## config.mk

```make
export PLATFORM = sky130hd
export DESIGN_NAME = gpio_clear_lock_speed_core_event_signal
export DESIGN_NICKNAME = d
export VERILOG_FILES = /design/src/verilog/gpio_lock_pkg.sv /design/src/verilog/lock_key_seq.sv /design/src/verilog/event_route.sv /design/src/verilog/gpio_clear_lock_speed_core_event_signal.sv
export SDC_FILE = /design/constraint.sdc
export NUM_CORES = 1
export LEC_CHECK = 0
export BUFFER_PORTS_ARGS = -buffer_cell sky130_fd_sc_hd__buf_2
export CORE_MARGIN = 8
export CORE_UTILIZATION = 25
export CTS_CLUSTER_SIZE = 14
export DETAILED_ROUTE_END_ITERATION = 7
export GPL_TIMING_DRIVEN = 1
export PLACE_DENSITY_LB_ADDON = 0.3
export SLEW_MARGIN = 0
export SYNTH_ARGS = -nofsm -noshare
export SYNTH_HDL_FRONTEND = slang
export SYNTH_SLANG_ARGS = --single-unit
```

## constraint.sdc

```tcl
create_clock -name sys_clk_in -period 2.6 [get_ports sys_clk_in]
set_input_delay 0.52 -clock sys_clk_in [delete_from_list [all_inputs] [get_ports sys_clk_in]]
set_output_delay 0.52 -clock sys_clk_in [all_outputs]
set_load 0.01 [all_outputs]
```

## src/verilog/gpio_lock_pkg.sv

```systemverilog
// constants shared by the port clear, lock, speed and event routing block
// assumes a single 25 MHz clock and an Avalon-MM register slave
package gpio_lock_pkg;
  // ****************************************
  // register map (byte addresses)
  // ****************************************
  localparam int ADDR_W = 8;
  localparam logic [ADDR_W-1:0] EVT_OFS = 8'h00;
  localparam logic [ADDR_W-1:0] OUT_OFS = 8'h0c;
  localparam logic [ADDR_W-1:0] CLR_OFS = 8'h14;
  localparam logic [ADDR_W-1:0] LOCK_OFS = 8'h18;
  localparam logic [ADDR_W-1:0] SPD_OFS = 8'h3c;
  localparam logic [ADDR_W-1:0] MODE_OFS = 8'h40;
  localparam logic [31:0] REG_RESET = 32'h0000_0000;
  localparam logic [3:0] FULL_WORD = 4'hf;
  // ****************************************
  // field layout
  // ****************************************
  localparam int PIN_W = 16;
  localparam int KEY_BIT = 16;
  localparam int EVT_W = 8;
  localparam int EVT_EN_BIT = 7;
  localparam int EVT_PORT_LSB = 4;
  localparam int EVT_PORT_W = 3;
  localparam int EVT_PIN_LSB = 0;
  localparam int EVT_PIN_W = 4;
  localparam int EVT_PORTS = 5;
  localparam logic [1:0] MODE_FAST = 2'h3;
  // ****************************************
  // lock key sequence states
  // ****************************************
  typedef enum logic [1:0] {KEY_IDLE, KEY_W1, KEY_W2, KEY_R0} key_state_e;
endpackage

```

## src/verilog/lock_key_seq.sv

```systemverilog
// lock key sequencer: tracks the write, write, read, read pattern
// assumes write and read strobes are one-cycle accepted bus transfers
`timescale 1ns/1ps
module lock_key_seq #(
  parameter int PINS = gpio_lock_pkg::PIN_W
) (
  // clock and reset
  input wire logic sys_clk_in,
  input wire logic rst_in,
  // accepted accesses to the lock register
  input wire logic wr_in,
  input wire logic rd_in,
  input wire logic wr_key_in,
  input wire logic [PINS-1:0] wr_pins_in,
  input wire logic [PINS-1:0] pins_now_in,
  // key state
  output logic key_out,
  output logic read_key_out
);
  if (PINS < 1 || PINS > 16) begin : g_bad_pins
    $error("PINS out of range");
  end

  gpio_lock_pkg::key_state_e state_q, state_d;
  logic key_q;
  wire same_pins = (wr_pins_in == pins_now_in);
  wire key_write = wr_in & wr_key_in;

  // key sequence, any other access restarts it
  always_comb begin
    state_d = state_q;
    unique case (state_q)
      gpio_lock_pkg::KEY_IDLE: if (key_write) state_d = gpio_lock_pkg::KEY_W1;
      gpio_lock_pkg::KEY_W1: begin
        if (wr_in) state_d = (key_write & same_pins) ? gpio_lock_pkg::KEY_W2
                           : key_write ? gpio_lock_pkg::KEY_W1 : gpio_lock_pkg::KEY_IDLE;
        else if (rd_in) state_d = gpio_lock_pkg::KEY_IDLE;
      end
      gpio_lock_pkg::KEY_W2: begin
        if (rd_in) state_d = gpio_lock_pkg::KEY_R0;
        else if (wr_in) state_d = key_write ? gpio_lock_pkg::KEY_W1 : gpio_lock_pkg::KEY_IDLE;
      end
      gpio_lock_pkg::KEY_R0: begin
        if (rd_in) state_d = gpio_lock_pkg::KEY_IDLE;
        else if (wr_in) state_d = key_write ? gpio_lock_pkg::KEY_W1 : gpio_lock_pkg::KEY_IDLE;
      end
    endcase
  end

  always_ff @(posedge sys_clk_in) begin
    if (rst_in) begin
      state_q <= gpio_lock_pkg::KEY_IDLE;
      key_q <= 1'b0;
    end else begin
      state_q <= key_q ? gpio_lock_pkg::KEY_IDLE : state_d;
      if (rd_in && state_q == gpio_lock_pkg::KEY_R0) key_q <= 1'b1;
    end
  end

  assign key_out = key_q;
  // the final read of the sequence already reports one
  assign read_key_out = key_q | (state_q == gpio_lock_pkg::KEY_R0);
endmodule

```

## src/verilog/event_route.sv

```systemverilog
// event router: drives the core event onto one selected port pin
// assumes the core event is synchronous to the system clock
`timescale 1ns/1ps
module event_route #(
  parameter int PORTS = gpio_lock_pkg::EVT_PORTS,
  parameter int PINS = gpio_lock_pkg::PIN_W
) (
  // clock and reset
  input wire logic sys_clk_in,
  input wire logic rst_in,
  // selection
  input wire logic enable_in,
  input wire logic [gpio_lock_pkg::EVT_PORT_W-1:0] port_sel_in,
  input wire logic [gpio_lock_pkg::EVT_PIN_W-1:0] pin_sel_in,
  // event
  input wire logic core_event_signal_in,
  output logic [PORTS*PINS-1:0] route_out
);
  if (PORTS < 1 || PORTS > 8 || PINS != 16) begin : g_bad_size
    $error("router size not supported");
  end

  localparam int PSEL_W = gpio_lock_pkg::EVT_PORT_W;
  localparam int NSEL_W = gpio_lock_pkg::EVT_PIN_W;

  logic [PORTS*PINS-1:0] route_q;
  logic [PORTS*PINS-1:0] route_d;

  for (genvar p = 0; p < PORTS; p++) begin : g_port
    for (genvar n = 0; n < PINS; n++) begin : g_pin
      assign route_d[p*PINS+n] = enable_in & core_event_signal_in
        & (port_sel_in == PSEL_W'(p))
        & (pin_sel_in == NSEL_W'(n));
    end
  end

  always_ff @(posedge sys_clk_in) begin
    if (rst_in) route_q <= '0;
    else route_q <= route_d;
  end

  assign route_out = route_q;
endmodule

```

## src/verilog/gpio_clear_lock_speed_core_event_signal.sv

```systemverilog
// port output clear, configuration lock, very-high-speed select and event routing
// assumes an Avalon-MM master on sys_clk_in and synchronous inputs
`timescale 1ns/1ps
module gpio_clear_lock_speed_core_event_signal #(
  parameter int PINS = gpio_lock_pkg::PIN_W,
  parameter int PORTS = gpio_lock_pkg::EVT_PORTS
) (
  // clock and reset
  input wire logic sys_clk_in,
  input wire logic rst_in,
  // avalon-mm slave
  input wire logic [gpio_lock_pkg::ADDR_W-1:0] avs_address_in,
  input wire logic avs_read_in,
  input wire logic avs_write_in,
  input wire logic [31:0] avs_writedata_in,
  input wire logic [3:0] avs_byteenable_in,
  output logic [31:0] avs_readdata_out,
  output logic avs_waitrequest_out,
  // core event
  input wire logic core_event_signal_in,
  // pin controls
  output logic [PINS-1:0] output_level_bits_out,
  output logic [2*PINS-1:0] pin_mode_field_out,
  output logic [PINS-1:0] pin_locked_out,
  output logic [PINS-1:0] very_high_speed_out,
  output logic lock_sequence_key_out,
  output logic [PORTS*PINS-1:0] event_route_out
);
  if (PINS != 16) begin : g_bad_pins
    $error("only 16 pins supported");
  end

  // ****************************************
  // bus decode
  // ****************************************
  logic ack_q;
  logic [31:0] rdata_q;
  wire req = avs_read_in | avs_write_in;
  wire accept = req & ack_q;
  wire full_word = (avs_byteenable_in == gpio_lock_pkg::FULL_WORD);
  wire wr_ok = accept & avs_write_in & full_word;
  wire rd_ok = accept & avs_read_in;
  wire sel_evt = (avs_address_in == gpio_lock_pkg::EVT_OFS);
  wire sel_out = (avs_address_in == gpio_lock_pkg::OUT_OFS);
  wire sel_clr = (avs_address_in == gpio_lock_pkg::CLR_OFS);
  wire sel_lock = (avs_address_in == gpio_lock_pkg::LOCK_OFS);
  wire sel_spd = (avs_address_in == gpio_lock_pkg::SPD_OFS);
  wire sel_mode = (avs_address_in == gpio_lock_pkg::MODE_OFS);
  wire [PINS-1:0] wd_pins = avs_writedata_in[PINS-1:0];

  assign avs_waitrequest_out = req & ~ack_q;

  // ****************************************
  // registers
  // ****************************************
  logic [gpio_lock_pkg::EVT_W-1:0] evt_q;
  logic [PINS-1:0] out_q;
  logic [PINS-1:0] pin_lock_q;
  logic [PINS-1:0] spd_q;
  logic [2*PINS-1:0] mode_q;
  logic [PINS-1:0] vhs_q;
  logic key;
  logic read_key;

  wire [PINS-1:0] locked = pin_lock_q & {PINS{key}};
  logic [2*PINS-1:0] mode_keep;
  logic [PINS-1:0] fast_mode;
  for (genvar i = 0; i < PINS; i++) begin : g_pin
    assign mode_keep[2*i +: 2] = {2{locked[i]}};
    assign fast_mode[i] = (mode_q[2*i +: 2] == gpio_lock_pkg::MODE_FAST);
  end

  wire [2*PINS-1:0] mode_d = (mode_q & mode_keep) | (avs_writedata_in & ~mode_keep);
  wire [PINS-1:0] out_d = sel_clr ? (out_q & ~wd_pins) : wd_pins;
  wire [PINS-1:0] vhs_d = spd_q & fast_mode;

  wire [31:0] rd_mux =
    sel_evt ? {24'h00_0000, evt_q} :
    sel_out ? {16'h0000, out_q} :
    sel_lock ? {15'h0000, read_key, pin_lock_q} :
    sel_spd ? {16'h0000, spd_q} :
    sel_mode ? mode_q : gpio_lock_pkg::REG_RESET;

  always_ff @(posedge sys_clk_in) begin
    if (rst_in) ack_q <= 1'b0;
    else ack_q <= req & ~ack_q;
  end

  always_ff @(posedge sys_clk_in) begin
    if (rst_in) rdata_q <= gpio_lock_pkg::REG_RESET;
    else if (avs_read_in && !ack_q) rdata_q <= rd_mux;
  end

  always_ff @(posedge sys_clk_in) begin
    if (rst_in) begin
      evt_q <= '0;
      out_q <= '0;
      spd_q <= '0;
      mode_q <= '0;
    end else begin
      if (wr_ok && sel_evt) evt_q <= avs_writedata_in[gpio_lock_pkg::EVT_W-1:0];
      if (wr_ok && (sel_out || sel_clr)) out_q <= out_d;
      if (wr_ok && sel_spd) spd_q <= wd_pins;
      if (wr_ok && sel_mode) mode_q <= mode_d;
    end
  end

  always_ff @(posedge sys_clk_in) begin
    if (rst_in) pin_lock_q <= '0;
    else if (wr_ok && sel_lock && !key) pin_lock_q <= wd_pins;
  end

  always_ff @(posedge sys_clk_in) begin
    if (rst_in) vhs_q <= '0;
    else vhs_q <= vhs_d;
  end

  // ****************************************
  // lock key and event router
  // ****************************************
  lock_key_seq #(.PINS(PINS)) u_key (
    .sys_clk_in(sys_clk_in),
    .rst_in(rst_in),
    .wr_in(wr_ok & sel_lock & ~key),
    .rd_in(rd_ok & sel_lock),
    .wr_key_in(avs_writedata_in[gpio_lock_pkg::KEY_BIT]),
    .wr_pins_in(wd_pins),
    .pins_now_in(pin_lock_q),
    .key_out(key),
    .read_key_out(read_key)
  );

  event_route #(.PORTS(PORTS), .PINS(PINS)) u_route (
    .sys_clk_in(sys_clk_in),
    .rst_in(rst_in),
    .enable_in(evt_q[gpio_lock_pkg::EVT_EN_BIT]),
    .port_sel_in(evt_q[gpio_lock_pkg::EVT_PORT_LSB +: gpio_lock_pkg::EVT_PORT_W]),
    .pin_sel_in(evt_q[gpio_lock_pkg::EVT_PIN_LSB +: gpio_lock_pkg::EVT_PIN_W]),
    .core_event_signal_in(core_event_signal_in),
    .route_out(event_route_out)
  );

  // ****************************************
  // outputs
  // ****************************************
  assign avs_readdata_out = rdata_q;
  assign output_level_bits_out = out_q;
  assign pin_mode_field_out = mode_q;
  assign pin_locked_out = locked;
  assign very_high_speed_out = vhs_q;
  assign lock_sequence_key_out = key;
endmodule

```

==> run_results.csv <==
group,metric,value,unit
floorplan,placementRows,66,
logic_synthesis,syn-cell-area,8110,µm²
logic_synthesis,synth.avg_cell_area,9.23,µm²
timing,min_period,2090,ps
timing,fin_crit_sh,80.4,%
cts,root_buffer,"clkbuf_16",
cells_and_area,nNetsFinal,1163,
run_status,status,"finished, final reports clean",
critical_path,cp.required,2980,ps
logic_synthesis,synth-async-reset-ratio,0,%
hold_path,hold_path.class,"in -> reg",
cts,cts_num_sinks,220,
route,drt_pass1_iterations,5,
route,avgViaCountPerCell,4.74,
placed_design,hpwl,22800,µm
floorplan,die_w,196,µm
logic_synthesis,synth_warnings,0,
timing,fin_ws,511,ps
grt,antenna_found_initial,3,
floorplan,ios,243,
route,dr_wl_met2,14200,µm
critical_path,crit_family,"simple AND/OR/NAND/NOR gates",
logic_synthesis,synth_top_cell_area_share,54.3,%
timing,timing.hold.ws,235,ps
logic_synthesis,syn_inst,878,
critical_path,endpoint_kind,"flip-flop",
logic_synthesis,synth_area_leaders,"dfxtp_1 (54%), nor2_1 (7.1%), nand2_1 (5.0%), mux2i_1 (4.0%), a21oi_1 (3.6%)",
logic_synthesis,yosys_register_bits,220,
cells_and_area,fin_util,33.2,%
timing,setup_violations,0,
cts,htree_levels,1,
critical_path,arrival,2470,ps
grt,grt_pass1_wl,45800,µm
pwr,ir_drop,0.431,mV
timing,rsz0062_at_grt,"false",
cts,post_cts.repair.setup_buffers,0,
logic_synthesis,synth_cell_types,51,
route,vias,7287,
cts,cts_resized,0,
critical_path,crit_chain,"buf_2, or4_1, buf_4, nor3_2, nor2_1, a221oi_1, o22ai_1",
logic_synthesis,yosysTopAreaCell,"dfxtp_1",
cts,cts_made_buffers,25,
timing,fmax,479,MHz
floorplan,coreArea,32200,µm²
logic_synthesis,synth_edf_count,0,
route,routed_wl,31000,µm
placed_design,io_buffer_count,242,
timing,finalClockSkew,7.57,ps
placed_design,place_area,9830,µm²
placed_design,place_ws,25.8,ps
route,drc,0,
timing,hold_violations,0,
floorplan,die_h,196,µm
cts,clk_path_buf_depth,3,
job,cap_violations,0,
route,routed.top_layer,"met5",
route,wl_met3,2840,µm
cells_and_area,drive_gt1_share,28.3,%
critical_path,critPathMaxStageDelay,540,ps
cells_and_area,area_growth,31.9,%
critical_path,startpoint_type,"primary input",
logic_synthesis,yosysMostFrequentCell,"dfxtp_1",
route,routedWlPerCell,20.2,µm
pwr,p_leak,4.74,nW
logic_synthesis,synthTopCellsByCount,"dfxtp_1 (220), nor2_1 (154), nand2_1 (109), a21oi_1 (59), clkbuf_1 (48)",
logic_synthesis,synthesis.nets,927,
critical_path,critPathSlowestCell,"or4_1",
cells_and_area,antenna_cells,0,
cts,clock_latency,510,ps
grt,grt_pass1_vias,7295,
pwr,powerDensity,682,nW/µm²
route,wl_met1,13200,µm
route,drt_iter0_markers,509,
grt,grtUsageTotal,15.3,%
grt,grt_max_degree,83,
cells_and_area,stdcell_area,10700,µm²
grt,grt-ovfl-total,0,
timing,tightest_slew,1270,ps
critical_path,cp_num_buf_inv,2,
route,ant_nets,0,
floorplan,die_area,38400,µm²
cts,hold_buffers,0,
timing,drv_slew,0,
timing,tns,0,ps
critical_path,path_class,"in -> reg",
floorplan,start_util,25.2,%
cts,cts_tree,"done",
cts,clk_pin_slew_worst_paths,60,ps
critical_path,cp_max_fo,8,
logic_synthesis,ys_seq_area_share,54.3,%
logic_synthesis,synth_flop_cell,"dfxtp_1",
timing,maxSlewHeadroom,15.2,%
placed_design,gp_congestion,0.814,
[through the flow]
step	power (mW)	cells
after global placement	3.68	1495
after global routing	7.53	1538
after CTS	7.37	1538
after detailed placement	3.68	1495
final	7.29	1538
after floorplan	3.57	878
[layout make-up]
class	count	area [µm²]
multi-input cells	596	3450
clock inverters	9	158
inverters	2	7.51
flip-flops and latches	220	4400
well taps	408	510
clock buffers	34	699
fillers	3354	21500
repair buffers	269	1450
[worst paths after layout]
check	start	endpoint	slack (ps)	cells after the start
min reg2reg	spd_q[7]	spd_q[7]	480	2
max reg2reg	ack_q	output_level_bits_out[12]	570	4
max	avs_address_in[1]	avs_readdata_out[4]	510	7
min	avs_writedata_in[19]	flip-flop	230	3
[worst register-to-register path, delay by kind of cell, from the launching register on]
family | cells | cell delay (ps)
AO/OA/AOI/OAI | 2 | 1300
AND/OR/NAND/NOR | 2 | 350
flip-flops | 1 | 310
[placed cells by master (no fill, tap or decap), types with 3 or more instances in the layout]
cell type  synthesis  routed
and3_1            18      18
and2_1            17      17
nand3b_1          18      18
a32o_1            16      16
nor3_2             3       3
nor3_1             3       3
clkbuf_1          48       5
buf_12             0       3
a21oi_1           59      59
nand2_1          109     109
buf_4              1      25
a221oi_1           8       8
dfxtp_1          220     220
or2_2              3       3
and4b_1           17      17
a22oi_1           23      23
clkbuf_16          0      25
nand3_1           16      16
and3b_1            3       3
nor3b_1            3       3
nor2_1           154     154
clkbuf_8           0       4
nor2b_1            6       6
a22o_1            16      16
buf_2              8     241
o21ai_0           10      10
o22ai_1           16      16
bufinv_16          0       4
nand4_1            5       5
xnor2_1           17      17
mux2i_1           32      32
[metal layers]
| layer | up-vias | global-route usage (%) |
|---|---|---|
| met1 | 3431 | 18.6 |
| li1 | 3519 | - |
| met2 | 285 | 25.7 |
| met3 | 46 | 5.50 |
| met5 | - | 0 |
| met4 | 6 | 3.40 |
[cells by family (layout without fill, tap and decap cells)]
group                     Yosys count  count (layout)  share of synthesized area (%)
and+or+nand+nor                   390             390                           23.5
DFF                               220             220                           54.3
AOI/OAI and AO/OA                 156             156                           13.1
buffers and inverters              62             314                           3.15
muxes                              33              33                           4.09
xor gates and xnor gates           17              17                           1.84
[power by group]
part           switching, mW  total [mW]  internal, mW
clock                   1.41        3.68          2.28
sequential          0.000651        3.37          3.37
combinational          0.167       0.236        0.0695
(Power assumes the default switching activity.)
